## config.mk

```make
export PLATFORM = sky130hd
export DESIGN_NAME = spr_ramp_ctrl
export DESIGN_NICKNAME = d
export VERILOG_FILES = /design/src/spr_pkg.sv /design/src/spr_axil_slave.sv /design/src/spr_ramp_ctrl.sv
export SDC_FILE = /design/constraint.sdc
export NUM_CORES = 2
export LEC_CHECK = 0
export ABC_CLOCK_PERIOD_IN_PS = 13300
export BUFFER_PORTS_ARGS = -buffer_cell sky130_fd_sc_hd__buf_2
export CORE_AREA = 4 4 374 376
export DETAILED_ROUTE_END_ITERATION = 8
export DIE_AREA = 0 0 378 380
export PLACE_DENSITY = 0.43
export SYNTH_ARGS = -nofsm -noshare
export SYNTH_HDL_FRONTEND = slang
export SYNTH_SLANG_ARGS = --single-unit
```

## constraint.sdc

```tcl
create_clock -name clk_sys -period 13.3 [get_ports clk_sys]
set_input_delay 1.995 -clock clk_sys [delete_from_list [all_inputs] [get_ports clk_sys]]
set_output_delay 1.995 -clock clk_sys [all_outputs]
set_load 0.02 [all_outputs]
```

## src/spr_pkg.sv

```systemverilog
// constants, register map and state type of the stall prevention ramp supervisor
package spr_pkg;
    // register indices; byte address is four times the index
    localparam logic [13:0] IDX_OV_LEVEL = 14'h0601;
    localparam logic [13:0] IDX_OV_MODE  = 14'h0602;
    localparam logic [13:0] IDX_ACC_LIM  = 14'h0603;
    localparam logic [13:0] IDX_RUN_LIM  = 14'h0604;
    localparam logic [13:0] IDX_RAMP_SEL = 14'h0605;
    localparam logic [13:0] IDX_CTRL     = 14'h0610;
    localparam logic [13:0] IDX_STATUS   = 14'h0611;
    localparam logic [13:0] IDX_FREQ     = 14'h0612;
    // mode codes and control fields
    localparam logic [15:0] MODE_TRAD    = 16'h0000;
    localparam logic [15:0] MODE_SMART   = 16'h0001;
    localparam int          CTRL_DUTY_BIT = 0;
    localparam int          CTRL_HV_BIT   = 1;
    // reset values, limits in percent, voltages in 0.1 V
    localparam logic [15:0] RST_OV_MODE  = 16'h0000;
    localparam logic [15:0] RST_LVL_LV   = 16'h0ed8;
    localparam logic [15:0] RST_LVL_HV   = 16'h1db0;
    localparam logic [15:0] RST_LIM_VT   = 16'h0078;
    localparam logic [15:0] RST_LIM_CT   = 16'h00b4;
    localparam logic [15:0] MAX_LIM_VT   = 16'h0096;
    localparam logic [15:0] MAX_LIM_CT   = 16'h00c8;
    localparam logic [15:0] LIM_HIGHBUS  = 16'h00b9;
    localparam logic [15:0] HIGHBUS_HV   = 16'h1b58;
    localparam logic [15:0] HIGHBUS_LV   = 16'h0dac;
    localparam logic [31:0] PCT_FULL     = 32'h0000_0064;
    localparam logic [15:0] SMART_BAND   = 16'h00c8;
    // bus responses
    localparam logic [1:0]  RESP_OKAY    = 2'h0;
    localparam logic [1:0]  RESP_SLVERR  = 2'h2;
    // ramp states, one-hot
    typedef enum logic [4:0] {
        ST_STEADY  = 5'h01,
        ST_ACCEL   = 5'h02,
        ST_DECEL   = 5'h04,
        ST_RUNLIM  = 5'h08,
        ST_RECOVER = 5'h10
    } spr_state_t;
endpackage : spr_pkg

```

## src/spr_axil_slave.sv

```systemverilog
// axi4-lite slave front end that turns bus transfers into register strobes
`timescale 1ns/1ns
`default_nettype none
module spr_axil_slave
    import spr_pkg::*;
(
    input  wire logic        clk_sys,
    input  wire logic        sys_rst,
    input  wire logic [15:0] s_axi_awaddr,
    input  wire logic        s_axi_awvalid,
    output logic             s_axi_awready,
    input  wire logic [31:0] s_axi_wdata,
    input  wire logic [3:0]  s_axi_wstrb,
    input  wire logic        s_axi_wvalid,
    output logic             s_axi_wready,
    output logic [1:0]       s_axi_bresp,
    output logic             s_axi_bvalid,
    input  wire logic        s_axi_bready,
    input  wire logic [15:0] s_axi_araddr,
    input  wire logic        s_axi_arvalid,
    output logic             s_axi_arready,
    output logic [31:0]      s_axi_rdata,
    output logic [1:0]       s_axi_rresp,
    output logic             s_axi_rvalid,
    input  wire logic        s_axi_rready,
    output logic             wr_en,
    output logic [13:0]      wr_idx,
    output logic [15:0]      wr_data,
    input  wire logic        wr_ok,
    output logic [13:0]      rd_idx,
    input  wire logic [31:0] rd_data,
    input  wire logic        rd_ok
);
    logic        aw_have_q;
    logic        w_have_q;
    logic [13:0] aw_idx_q;
    logic [15:0] w_data_q;

    // address and data are captured in either order, write fires when both held
    always_ff @(posedge clk_sys) begin
        if (sys_rst) begin
            aw_have_q    <= 1'b0;
            w_have_q     <= 1'b0;
            aw_idx_q     <= 14'h0000;
            w_data_q     <= 16'h0000;
            s_axi_bvalid <= 1'b0;
            s_axi_bresp  <= RESP_OKAY;
        end else begin
            if (s_axi_awvalid && s_axi_awready) begin
                aw_have_q <= 1'b1;
                aw_idx_q  <= s_axi_awaddr[15:2];
            end
            if (s_axi_wvalid && s_axi_wready) begin
                w_have_q <= 1'b1;
                w_data_q <= s_axi_wdata[15:0];
            end
            if (wr_en) begin
                aw_have_q    <= 1'b0;
                w_have_q     <= 1'b0;
                s_axi_bvalid <= 1'b1;
                s_axi_bresp  <= wr_ok ? RESP_OKAY : RESP_SLVERR;
            end else if (s_axi_bvalid && s_axi_bready) begin
                s_axi_bvalid <= 1'b0;
            end
        end
    end

    // write strobes are ignored; the low half-word of write data is always written whole
    assign wr_en         = aw_have_q && w_have_q && !s_axi_bvalid;
    assign wr_idx        = aw_idx_q;
    assign wr_data       = w_data_q;
    assign s_axi_awready = !aw_have_q && !s_axi_bvalid;
    assign s_axi_wready  = !w_have_q && !s_axi_bvalid;
    assign rd_idx        = s_axi_araddr[15:2];
    assign s_axi_arready = !s_axi_rvalid;

    // read data registered one cycle after the address is taken
    always_ff @(posedge clk_sys) begin
        if (sys_rst) begin
            s_axi_rvalid <= 1'b0;
            s_axi_rdata  <= 32'h0000_0000;
            s_axi_rresp  <= RESP_OKAY;
        end else if (s_axi_arvalid && s_axi_arready) begin
            s_axi_rvalid <= 1'b1;
            s_axi_rdata  <= rd_ok ? rd_data : 32'h0000_0000;
            s_axi_rresp  <= rd_ok ? RESP_OKAY : RESP_SLVERR;
        end else if (s_axi_rvalid && s_axi_rready) begin
            s_axi_rvalid <= 1'b0;
        end
    end

    logic unused_strb;
    assign unused_strb = ^s_axi_wstrb ^ ^s_axi_wdata[31:16];
endmodule : spr_axil_slave
`default_nettype wire

```

## src/spr_ramp_ctrl.sv

```systemverilog
// stall prevention supervisor for the drive's output frequency ramp
// What this block does
// - mode register: 0 traditional, 1 smart over-voltage stall; resets to 0.
// - traditional: pause deceleration while bus voltage is high, resume below stall level.
// - smart: halve deceleration step while bus voltage is in the band below the stall level.
// - over-voltage during deceleration stretches deceleration until the motor stops.
// - accel limit accepts 0..150 variable torque (120), 0..200 constant torque (180).
// - constant torque on high bus clamps accel limit to 185 percent.
// - accelerating above accel limit freezes frequency until current falls to or below it.
// - steady running above run limit decelerates at the selected stall ramp.
// - after run-limit reduction, current below limit re-accelerates to command.
// - run limit accepts 0..150 variable torque (120), 0..200 constant torque (180).
// - constant torque on high bus clamps run limit to 185 percent.
// - limit of 100 equals rated drive current against measured current.
// - stall level of zero disables over-voltage stall in both modes.
//
// The AXI4-Lite interface to the registers is this design's own decision.
`timescale 1ns/1ns
`default_nettype none
module spr_ramp_ctrl
    import spr_pkg::*;
#(
    parameter bit HV_MODEL = 1'b1,
    parameter bit CT_DUTY  = 1'b0
)(
    input  wire logic        clk_sys,
    input  wire logic        sys_rst,
    input  wire logic [15:0] s_axi_awaddr,
    input  wire logic        s_axi_awvalid,
    output logic             s_axi_awready,
    input  wire logic [31:0] s_axi_wdata,
    input  wire logic [3:0]  s_axi_wstrb,
    input  wire logic        s_axi_wvalid,
    output logic             s_axi_wready,
    output logic [1:0]       s_axi_bresp,
    output logic             s_axi_bvalid,
    input  wire logic        s_axi_bready,
    input  wire logic [15:0] s_axi_araddr,
    input  wire logic        s_axi_arvalid,
    output logic             s_axi_arready,
    output logic [31:0]      s_axi_rdata,
    output logic [1:0]       s_axi_rresp,
    output logic             s_axi_rvalid,
    input  wire logic        s_axi_rready,
    input  wire logic        sample_valid,
    input  wire logic [15:0] bus_voltage,
    input  wire logic [15:0] out_current,
    input  wire logic [15:0] rated_current,
    input  wire logic [15:0] freq_cmd,
    input  wire logic [15:0] accel_step,
    input  wire logic [15:0] decel_step,
    input  wire logic [15:0] stall_step,
    output logic [15:0]      out_freq_q,
    output logic             ramp_hold_q,
    output logic             decel_extended_q
);
    import spr_pkg::*;

    logic        wr_en;
    logic [13:0] wr_idx;
    logic [15:0] wr_data;
    logic        wr_ok;
    logic [13:0] rd_idx;
    logic [31:0] rd_data;
    logic        rd_ok;

    logic [15:0] ov_level_q;
    logic [15:0] ov_mode_q;
    logic [15:0] acc_lim_q;
    logic [15:0] run_lim_q;
    logic [15:0] ramp_sel_q;
    logic        duty_ct_q;
    logic        hv_model_q;

    logic        ov_hi_q;
    logic        ov_near_q;
    logic        acc_oc_q;
    logic        run_oc_q;
    logic        tick_q;
    spr_state_t  state_q;

    spr_axil_slave u_bus (
        .clk_sys       (clk_sys),
        .sys_rst       (sys_rst),
        .s_axi_awaddr  (s_axi_awaddr),
        .s_axi_awvalid (s_axi_awvalid),
        .s_axi_awready (s_axi_awready),
        .s_axi_wdata   (s_axi_wdata),
        .s_axi_wstrb   (s_axi_wstrb),
        .s_axi_wvalid  (s_axi_wvalid),
        .s_axi_wready  (s_axi_wready),
        .s_axi_bresp   (s_axi_bresp),
        .s_axi_bvalid  (s_axi_bvalid),
        .s_axi_bready  (s_axi_bready),
        .s_axi_araddr  (s_axi_araddr),
        .s_axi_arvalid (s_axi_arvalid),
        .s_axi_arready (s_axi_arready),
        .s_axi_rdata   (s_axi_rdata),
        .s_axi_rresp   (s_axi_rresp),
        .s_axi_rvalid  (s_axi_rvalid),
        .s_axi_rready  (s_axi_rready),
        .wr_en         (wr_en),
        .wr_idx        (wr_idx),
        .wr_data       (wr_data),
        .wr_ok         (wr_ok),
        .rd_idx        (rd_idx),
        .rd_data       (rd_data),
        .rd_ok         (rd_ok)
    );

    // range ceiling of the limit registers follows the torque duty
    logic [15:0] lim_max;
    assign lim_max = duty_ct_q ? MAX_LIM_CT : MAX_LIM_VT;

    // write decode; status and frequency are read-only
    assign wr_ok = (wr_idx == IDX_OV_LEVEL) || (wr_idx == IDX_OV_MODE)
                || (wr_idx == IDX_ACC_LIM) || (wr_idx == IDX_RUN_LIM)
                || (wr_idx == IDX_RAMP_SEL) || (wr_idx == IDX_CTRL);

    // parameter registers; oversize limit writes saturate at the ceiling
    always_ff @(posedge clk_sys) begin
        if (sys_rst) begin
            ov_mode_q  <= RST_OV_MODE;
            ov_level_q <= HV_MODEL ? RST_LVL_HV : RST_LVL_LV;
            acc_lim_q  <= CT_DUTY ? RST_LIM_CT : RST_LIM_VT;
            run_lim_q  <= CT_DUTY ? RST_LIM_CT : RST_LIM_VT;
            ramp_sel_q <= 16'h0000;
            duty_ct_q  <= CT_DUTY;
            hv_model_q <= HV_MODEL;
        end else if (wr_en) begin
            case (wr_idx)
                IDX_OV_LEVEL: ov_level_q <= wr_data;
                IDX_OV_MODE:  ov_mode_q  <= {15'h0000, wr_data[0]};
                IDX_ACC_LIM:  acc_lim_q  <= (wr_data > lim_max) ? lim_max : wr_data;
                IDX_RUN_LIM:  run_lim_q  <= (wr_data > lim_max) ? lim_max : wr_data;
                IDX_RAMP_SEL: ramp_sel_q <= {15'h0000, wr_data[0]};
                IDX_CTRL:
                begin
                    duty_ct_q  <= wr_data[CTRL_DUTY_BIT];
                    hv_model_q <= wr_data[CTRL_HV_BIT];
                end
                default: ;
            endcase
        end
    end

    // read mux, answered one cycle later by the slave
    always_comb begin
        rd_ok   = 1'b1;
        rd_data = 32'h0000_0000;
        case (rd_idx)
            IDX_OV_LEVEL: rd_data = {16'h0000, ov_level_q};
            IDX_OV_MODE:  rd_data = {16'h0000, ov_mode_q};
            IDX_ACC_LIM:  rd_data = {16'h0000, acc_lim_q};
            IDX_RUN_LIM:  rd_data = {16'h0000, run_lim_q};
            IDX_RAMP_SEL: rd_data = {16'h0000, ramp_sel_q};
            IDX_CTRL:     rd_data = {30'h0000_0000, hv_model_q, duty_ct_q};
            IDX_STATUS:   rd_data = {21'h000000, state_q, decel_extended_q, ramp_hold_q,
                                     run_oc_q, acc_oc_q, ov_near_q, ov_hi_q};
            IDX_FREQ:     rd_data = {16'h0000, out_freq_q};
            default:      rd_ok   = 1'b0;
        endcase
    end

    // effective limits, clamped on a high bus in constant torque duty
    logic        bus_high;
    logic [15:0] acc_lim_eff;
    logic [15:0] run_lim_eff;
    assign bus_high    = bus_voltage > (hv_model_q ? HIGHBUS_HV : HIGHBUS_LV);
    assign acc_lim_eff = (duty_ct_q && bus_high && acc_lim_q > LIM_HIGHBUS)
                       ? LIM_HIGHBUS : acc_lim_q;
    assign run_lim_eff = (duty_ct_q && bus_high && run_lim_q > LIM_HIGHBUS)
                       ? LIM_HIGHBUS : run_lim_q;

    // current in percent of rated: cur*100 against limit*rated
    logic [31:0] cur_pct;
    logic [31:0] acc_thr;
    logic [31:0] run_thr;
    assign cur_pct = {16'h0000, out_current} * PCT_FULL;
    assign acc_thr = {16'h0000, acc_lim_eff} * {16'h0000, rated_current};
    assign run_thr = {16'h0000, run_lim_eff} * {16'h0000, rated_current};

    // band below the level in which smart mode starts easing off
    logic [15:0] near_lvl;
    assign near_lvl = (ov_level_q > SMART_BAND) ? (ov_level_q - SMART_BAND) : 16'h0000;

    // compare flags latched once per control sample, tick marks the decision cycle
    always_ff @(posedge clk_sys) begin
        if (sys_rst) begin
            ov_hi_q   <= 1'b0;
            ov_near_q <= 1'b0;
            acc_oc_q  <= 1'b0;
            run_oc_q  <= 1'b0;
            tick_q    <= 1'b0;
        end else begin
            tick_q <= sample_valid;
            if (sample_valid) begin
                ov_hi_q   <= (ov_level_q != 16'h0000) && (bus_voltage >= ov_level_q);
                ov_near_q <= (ov_level_q != 16'h0000) && (bus_voltage >= near_lvl);
                acc_oc_q  <= cur_pct > acc_thr;
                run_oc_q  <= cur_pct > run_thr;
            end
        end
    end

    // step sizes: constant-speed stall ramp picks the normal or stall step
    logic [15:0] up_step;
    logic [15:0] dn_step;
    logic [15:0] stall_up;
    logic [15:0] stall_dn;
    logic [15:0] smart_dn;
    logic        smart;
    assign smart    = ov_mode_q[0];
    assign stall_up = ramp_sel_q[0] ? stall_step : accel_step;
    assign stall_dn = ramp_sel_q[0] ? stall_step : decel_step;
    assign smart_dn = (ov_near_q && decel_step > 16'h0001) ? {1'b0, decel_step[15:1]}
                    : decel_step;
    assign up_step  = (freq_cmd - out_freq_q < accel_step) ? freq_cmd - out_freq_q
                                                           : accel_step;
    assign dn_step  = (out_freq_q - freq_cmd < smart_dn) ? out_freq_q - freq_cmd
                                                         : smart_dn;

    // ramp state machine and output frequency, advanced on the decision tick
    always_ff @(posedge clk_sys) begin
        if (sys_rst) begin
            state_q     <= ST_STEADY;
            out_freq_q  <= 16'h0000;
            ramp_hold_q <= 1'b0;
        end else if (tick_q) begin
            ramp_hold_q <= 1'b0;
            case (state_q)
                ST_STEADY:
                begin
                    if (run_oc_q && out_freq_q != 16'h0000) begin
                        state_q    <= ST_RUNLIM;
                        out_freq_q <= (out_freq_q > stall_dn) ? out_freq_q - stall_dn
                                                              : 16'h0000;
                    end else if (freq_cmd > out_freq_q) begin
                        state_q <= ST_ACCEL;
                    end else if (freq_cmd < out_freq_q) begin
                        state_q <= ST_DECEL;
                    end
                end
                ST_ACCEL:
                begin
                    if (freq_cmd <= out_freq_q) begin
                        state_q <= ST_STEADY;
                    end else if (acc_oc_q) begin
                        ramp_hold_q <= 1'b1;
                    end else begin
                        out_freq_q <= out_freq_q + up_step;
                    end
                end
                ST_DECEL:
                begin
                    if (freq_cmd >= out_freq_q) begin
                        state_q <= ST_STEADY;
                    end else if (ov_hi_q) begin
                        ramp_hold_q <= 1'b1;
                    end else begin
                        out_freq_q <= out_freq_q - (smart ? dn_step
                            : ((out_freq_q - freq_cmd < decel_step)
                               ? out_freq_q - freq_cmd : decel_step));
                    end
                end
                ST_RUNLIM:
                begin
                    if (run_oc_q) begin
                        out_freq_q <= (out_freq_q > stall_dn) ? out_freq_q - stall_dn
                                                              : 16'h0000;
                    end else begin
                        state_q <= ST_RECOVER;
                    end
                end
                ST_RECOVER:
                begin
                    if (run_oc_q) begin
                        state_q <= ST_RUNLIM;
                    end else if (out_freq_q >= freq_cmd) begin
                        state_q <= ST_STEADY;
                    end else if (freq_cmd - out_freq_q < stall_up) begin
                        out_freq_q <= freq_cmd;
                    end else begin
                        out_freq_q <= out_freq_q + stall_up;
                    end
                end
                default: state_q <= ST_STEADY;
            endcase
        end
    end

    // extended deceleration flag: set by an over-voltage pause, kept until deceleration ends or the output reaches zero
    always_ff @(posedge clk_sys) begin
        if (sys_rst) begin
            decel_extended_q <= 1'b0;
        end else if (tick_q && state_q == ST_DECEL && ov_hi_q) begin
            decel_extended_q <= 1'b1;
        end else if (state_q != ST_DECEL || out_freq_q == 16'h0000) begin
            decel_extended_q <= 1'b0;
        end
    end

    // checks
    a_mode_reset: assert property (@(posedge clk_sys)
        $fell(sys_rst) |-> ov_mode_q == MODE_TRAD)
        else $error("mode not traditional after reset");
    a_trad_pause: assert property (@(posedge clk_sys) disable iff (sys_rst)
        tick_q && state_q == ST_DECEL && ov_hi_q && freq_cmd < out_freq_q
        |=> $stable(out_freq_q) && ramp_hold_q)
        else $error("deceleration moved during over-voltage");
    a_smart_ease: assert property (@(posedge clk_sys) disable iff (sys_rst)
        tick_q && state_q == ST_DECEL && smart && ov_near_q && !ov_hi_q
        && decel_step > 16'h0003 && out_freq_q - freq_cmd > decel_step
        |=> $past(out_freq_q) - out_freq_q == {1'b0, $past(decel_step[15:1])})
        else $error("smart mode did not halve the step");
    a_decel_ext: assert property (@(posedge clk_sys) disable iff (sys_rst)
        tick_q && state_q == ST_DECEL && ov_hi_q |=> decel_extended_q)
        else $error("extension flag missing");
    a_lim_range: assert property (@(posedge clk_sys) disable iff (sys_rst)
        wr_en && wr_idx == IDX_ACC_LIM && !duty_ct_q |=> acc_lim_q <= MAX_LIM_VT)
        else $error("accel limit beyond range");
    a_ct_clamp: assert property (@(posedge clk_sys) disable iff (sys_rst)
        duty_ct_q && bus_high |-> acc_lim_eff <= LIM_HIGHBUS
        && run_lim_eff <= LIM_HIGHBUS)
        else $error("high bus clamp missing");
    a_acc_freeze: assert property (@(posedge clk_sys) disable iff (sys_rst)
        tick_q && state_q == ST_ACCEL && acc_oc_q |=> $stable(out_freq_q))
        else $error("frequency rose above accel limit");
    a_run_reduce: assert property (@(posedge clk_sys) disable iff (sys_rst)
        tick_q && state_q == ST_STEADY && run_oc_q && out_freq_q != 16'h0000
        |=> out_freq_q < $past(out_freq_q) && state_q == ST_RUNLIM)
        else $error("no reduction on running over-current");
    a_run_recover: assert property (@(posedge clk_sys) disable iff (sys_rst)
        tick_q && state_q == ST_RUNLIM && !run_oc_q |=> state_q == ST_RECOVER)
        else $error("no recovery after current fell");
    a_run_range: assert property (@(posedge clk_sys) disable iff (sys_rst)
        wr_en && wr_idx == IDX_RUN_LIM
        |=> run_lim_q <= (duty_ct_q ? MAX_LIM_CT : MAX_LIM_VT))
        else $error("run limit beyond range");
    a_ov_disable: assert property (@(posedge clk_sys) disable iff (sys_rst)
        ov_level_q == 16'h0000 && sample_valid |=> !ov_hi_q)
        else $error("over-voltage stall active at level zero");
    a_sample_tick: assert property (@(posedge clk_sys) disable iff (sys_rst)
        !tick_q |=> $stable(out_freq_q) && $stable(state_q))
        else $error("frequency moved without a decision tick");

    c_accel_hold: cover property (@(posedge clk_sys) state_q == ST_ACCEL && ramp_hold_q);
    c_decel_ext:  cover property (@(posedge clk_sys) decel_extended_q);
    c_recover:    cover property (@(posedge clk_sys) state_q == ST_RECOVER);
endmodule : spr_ramp_ctrl
`default_nettype wire

```

# Word level (Yosys, flattened, before mapping)
# Cells that the tools add are included.
dict set report totals {
  ff_bits 150
  word_cells 182
  output_inout_bits 59
  inputBits 188
}
dict set report op_classes {
  n_addsub 7
  reduce_logical 45
  order_cmp 20
  multipliers 3
  mux 49
  n_eq_ne 33
}
# operator n
set ops {}
lappend ops {{$mux W16} 22}
lappend ops {{$eq A14 B11 Y1 const B} 14}
lappend ops {{$pmux W16 S8} 1}
lappend ops {{$lt A16 B16 Y1} 5}
lappend ops {{$pmux W16 S5} 1}
lappend ops {{$ge A16 B16 Y1} 4}
lappend ops {{$gt A23 B32 Y1} 2}
lappend ops {{$mul A16 B16 Y32} 2}
lappend ops {{$sub A16 B16 Y16} 4}
lappend ops {{$gt A16 B8 Y1 const B} 3}
lappend ops {{$mux W5} 8}
lappend ops {{$add A16 B16 Y16} 2}
lappend ops {{$gt A16 B16 Y1} 2}
lappend ops {{$reduce_bool A16 Y1} 2}
lappend ops {{$pmux W5 S5} 1}
lappend ops {{$ne A2 B2 Y1 const B} 11}
lappend ops {{$mul A16 B5 Y21 const B} 1}
lappend ops {{$logic_and A1 B1 Y1} 18}
lappend ops {{$gt A16 B1 Y1 const B} 1}
lappend ops {{$gt A16 B13 Y1} 1}
lappend ops {{$gt A16 B8 Y1} 1}
lappend ops {{$le A16 B16 Y1} 1}
lappend ops {{$logic_not A16 Y1} 1}
lappend ops {{$sub A16 B8 Y16 const B} 1}
lappend ops {{other kinds (22)} 48}

# Logic depth before layout (Yosys ltp)
dict set report depth {
  word_depth 10
  depth_mapped 44
  ltp_nobuf 42
}

# Hierarchy
# Synthesis repeated with hierarchy kept, for this count alone.
dict set report hier_totals {
  cells_unflattened 4454
  area_unflattened_um2 35137.4
}
# mod cells_per_inst seq_area_each_um2 area_per_inst_um2 instances
set by_module_without_submodules {}
lappend by_module_without_submodules {spr_ramp_ctrl 4131 1601.5 32528.7 1}
lappend by_module_without_submodules {spr_axil_slave 323 1361.3 2608.8 1}

# Worst setup path before layout
# OpenSTA, ideal clock, no wires.
dict set report synth_timing {
  kind {input-to-reg}
  startpoint {in bus_voltage[2]}
  endpoint {reg acc_oc_q}
  setup_time_ns 0.059
  path_buffers 2
  cell_stages 41
  arrival_time_ns 10.990
  setup_slack_ns 2.252
  path_cell_list {inv_1 -> ha_1 -> nand2_1 -> or4_1 -> o32a_1 -> o21ai_1 -> a21oi_1 -> and2_1 -> clkbuf_1 -> or2_1 -> clkbuf_1 -> and2_1 -> fa_1 -> inv_1 -> fa_1 -> inv_1 -> fa_1 -> fa_1 -> [5 not listed] -> o21ai_1 -> a21boi_0 -> o2111a_1 -> o31ai_1 -> nand3_1 -> a21o_1 -> a21oi_1 -> xor2_1 -> ha_1 -> and4_1 -> nand4_1 -> nor3_1 -> o21ai_0 -> a21oi_1 -> nor3_1 -> or4_1 -> a311oi_1 -> a31o_1}
}
dict set report synth_between {
  elab_chain_len 6
}
# item line
set synth_lines {}
lappend synth_lines {{from (decl)} spr_ramp_ctrl.sv:46} ;# input wire logic [15:0] bus_voltage,
lappend synth_lines {{$gt A16 B13 Y1} spr_ramp_ctrl.sv:169} ;# assign bus_high = bus_voltage > (hv_model_q ? HIGHBUS_HV : HIGHBUS_LV);
lappend synth_lines {{$logic_and A1 B1 Y1 (2 in a row)} spr_ramp_ctrl.sv:170} ;# assign acc_lim_eff = (duty_ct_q && bus_high && acc_lim_q > LIM_HIGHBUS)
lappend synth_lines {{$mux W16} spr_ramp_ctrl.sv:171} ;# ? LIM_HIGHBUS : acc_lim_q;
lappend synth_lines {{$mul A16 B16 Y32} spr_ramp_ctrl.sv:180} ;# assign acc_thr = {16'h0000, acc_lim_eff} * {16'h0000, rated_current};
lappend synth_lines {{$gt A23 B32 Y1} spr_ramp_ctrl.sv:200} ;# acc_oc_q <= cur_pct > acc_thr;
lappend synth_lines {{to (signal assigned)} spr_ramp_ctrl.sv:200}
lappend synth_lines {{to (decl)} spr_ramp_ctrl.sv:77} ;# logic acc_oc_q;
# Every way passes these cells.
# A chain may end at the register's enable or synchronous reset.

# Worst setup path after layout
dict set report layout_timing {
  startpoint {in bus_voltage[7]}
  endpoint {reg acc_oc_q}
}
# Same word-level chain as after synthesis.

==> impl_results.md <==
* Status: completed
* Biggest area consumer among synthesized cells: fa_1
* Synth top cells by count: inv_1 (684), nand2_1 (525), ha_1 (487)
* Final Max Tran Viols at 0
* Initial DRC Count at 1,850
* Hold_buf cts at 0
* Finish-stage setup viols at 0
* WP data required at 13.63 ns
* Critical Path Start Type: input pin
* Initial antenna violation count at 9
* Placed instance count at 6,115
* Final #Nets at 5,419
* Vias in the first global route at 30,200
* Peak supply drop at 0.0867 mV
* Largest cells by area after synthesis: fa_1 (24%), ha_1 (18%), dfxtp_1 (7.8%), inv_1 (7.6%), nand2_1 (5.8%)
* Top-Level Pins at 247
* Wire length on met2 at 56.3 mm
* Antenna viol nets, final at 0
* Dpl hpwl at 96.3 mm
* Root Driver: clkbuf_16
* Crit Path Max Fanout at 16
* Gate Count Post-Synth at 4,233
* HP Class: reg2reg
* Clock network power share at 0.135
* Critical Path Start: bus_voltage[7]
* #FFs+latches synth at 132
* Synth Flop Type: dfxtp_1
* Sequential area share after synthesis at 0.0778
* Yosys top cell area share at 0.238
* Async S/R FF share, synth at 0
* Final WL at 117 mm
* Post-synth EDFFs at 0
* CP endpoint: acc_oc_q
* Buf+Inv Stages, Crit Path at 6
* H-Tree Depth at 4
* Num Clock Sinks at 132
* FF-to-FF Start: hv_model_q
* Layout Skew at 0.0117 ns
* Syn_area_per_cell at 8.02 um^2
* Switching share of power at 0.509
* Clk_lat worst skew at 0.43 ns
* Minimum period implied by the final worst setup slack at 12.14 ns
* Clock Path Buffers at 2
* Post_cts resized at 0
* Worst slew pin tran at 1.14 ns
* Core ar. at 137,000 um^2
* CP delay by family, top: adder cells
* P_int at 0.00183 W
* PwrDens at 99.4 nW/um^2
* Cell count along the critical path at 40
* FF-to-FF path depth at 40
* Postcts setup bufs at 0
* RSZ-0062 raised after global routing: false
* GRT overflow at 0
* Logic pwr share at 0.740
* Crit path DAT at 12.48 ns
* Initial DRT Pass Iterations at 8
* Syn Std Cell Area at 34,000 um^2
* Worst hold slack at 0.460 ns
* First-pass GRT wire length at 183 mm
* Drt wl/cell at 19.0 um
* CP max stage delay at 0.56 ns
* Yosys cell types at 94
* Max Clock Freq at 82.4 MHz
* Worst setup EP type: flop
* Metal3 WL at 4.72 mm
* Die H at 380 um
* DIE WIDTH at 378 um
* R2R Setup Slk at 2.25 ns
* Share of layout cells above drive strength 1 at 0.0818
* Area Growth Syn to Fin at 10.6%
* Part of the power in registers at 0.125
* GRT Overall Usage at 0.162
* IO Port Bufs at 204
* Final Hold Vio Count at 0
* Site Rows at 136
* CTS tree: yes
* Pin count of the biggest net entering global routing at 51
* Setup CP Type: in2reg
* Drt drc at 0
* Pleak at 18.2 nW
* Max layer used: met5
* Sw Pwr at 0.00190 W
* Most used cell, CP: fa_1
* DRT met1 WL at 54.5 mm
* Count leader, synth: inv_1
* Gp weighted congestion at 0.891
* CP max-delay cell: fa_1
* Fin cells at 6,151
* Worst-path clk slew at 0.07 ns
* Worst rel slew slack at 0.232
* Die ar. at 144,000 um^2
* Post-DR vias/cell at 4.75
* Period utilization at 0.913
* Tot Pwr at 0.00373 W
* Synth Warn # at 0
* Initial Util at 0.248
* Total CTS buffers at 17
* Final setup TNS at 0 ns
* Worst R2R End: acc_oc_q
* Fillers at 15,200
* Max-cap violations at 0
* Total number of vias at 29,200
[cells by family after synthesis]
group / synth area share
muxes: 0.0167
xor gates and xnor gates: 0.0373
other: 0.000110
buffers and inverters: 0.100
DFF: 0.0778
AOI/OAI and AO/OA: 0.155
and+or+nand+nor: 0.195
adders and majority gates: 0.418
[worst min-delay path, stage by stage, from the launching register on]
cell     delay [ns]
dfxtp_1        0.31
nand2_1        0.05
a21oi_1        0.05
[routing by layer]
metal,GRT usage,vias to the layer above
met1,0.226,14400
met5,0,-
met2,0.278,631
met3,0.0146,76
li1,-,14100
met4,0.0208,6
[power by group through the flow]
stage | registers (W) | logic, W | clock network, W
global route | 0.000470 | 0.00313 | 0.000530
floorplan | 0.000457 | 0.00201 | 0
global placement | 0.000477 | 0.00276 | 0
finish | 0.000467 | 0.00276 | 0.000504
CTS | 0.000468 | 0.00279 | 0.000511
detailed placement | 0.000477 | 0.00277 | 0
[registers in the layout (all words and copies together) (netlist names), 5 cells and up]
register	cells
ov_level_q	16
u_bus.wr_data	16
u_bus.wr_idx	14
run_lim_q	16
acc_lim_q	16
state_q	5
out_freq_q	16
u_bus.s_axi_rdata	16
[through the flow]
stage,setup slack [ns],util,area (um^2)
floorplan,2.25,-,34000
global placement,0.702,0.270,36900
detailed placement,0.750,0.270,36900
CTS,1.16,0.274,37500
global route,0.546,0.274,37500
finish,1.16,0.274,37500
[placed cells by master (no fill, tap or decap), types with 88 or more instances in the layout]
| cell | instances |
|---|---|
| xnor2_1 | 88 |
| inv_1 | 684 |
| and2_1 | 258 |
| a21oi_1 | 223 |
| o21ai_0 | 98 |
| buf_2 | 203 |
| nand2_1 | 525 |
| fa_1 | 404 |
| nor2_1 | 221 |
| ha_1 | 487 |
| dfxtp_1 | 131 |
[cell type report]
class | instances | area [um^2] | share of cell area
multi-input combinational | 3244 | 28000 | 0.746
sequential | 132 | 2640 | 0.0704
inverter | 685 | 2570 | 0.0685
tap | 1794 | 2240 | 0.0598
timing repair buffer | 260 | 1440 | 0.0385
clock buffer | 17 | 425 | 0.0113
clock inverter | 15 | 195 | 0.00520
antenna | 4 | 10.0 | 0.000267
[worst min-delay path by stage]
| stage | startpoint | end | slack, ns | depth (start not counted) |
|---|---|---|---|---|
| global route | u_bus.wr_idx[9] | u_bus.wr_idx[9] | 0.47 | 2 |
| finish | u_bus.wr_idx[13] | u_bus.wr_idx[13] | 0.46 | 2 |
| global placement | u_bus.wr_idx[9] | u_bus.wr_idx[9] | 0.44 | 2 |
| detailed placement | u_bus.wr_idx[12] | u_bus.wr_idx[12] | 0.45 | 2 |
| CTS | u_bus.wr_idx[12] | u_bus.wr_idx[12] | 0.46 | 2 |
| floorplan | u_bus.wr_idx[8] | u_bus.wr_idx[8] | 0.44 | 2 |
No activity file was read; power rests on OpenSTA's default activity.
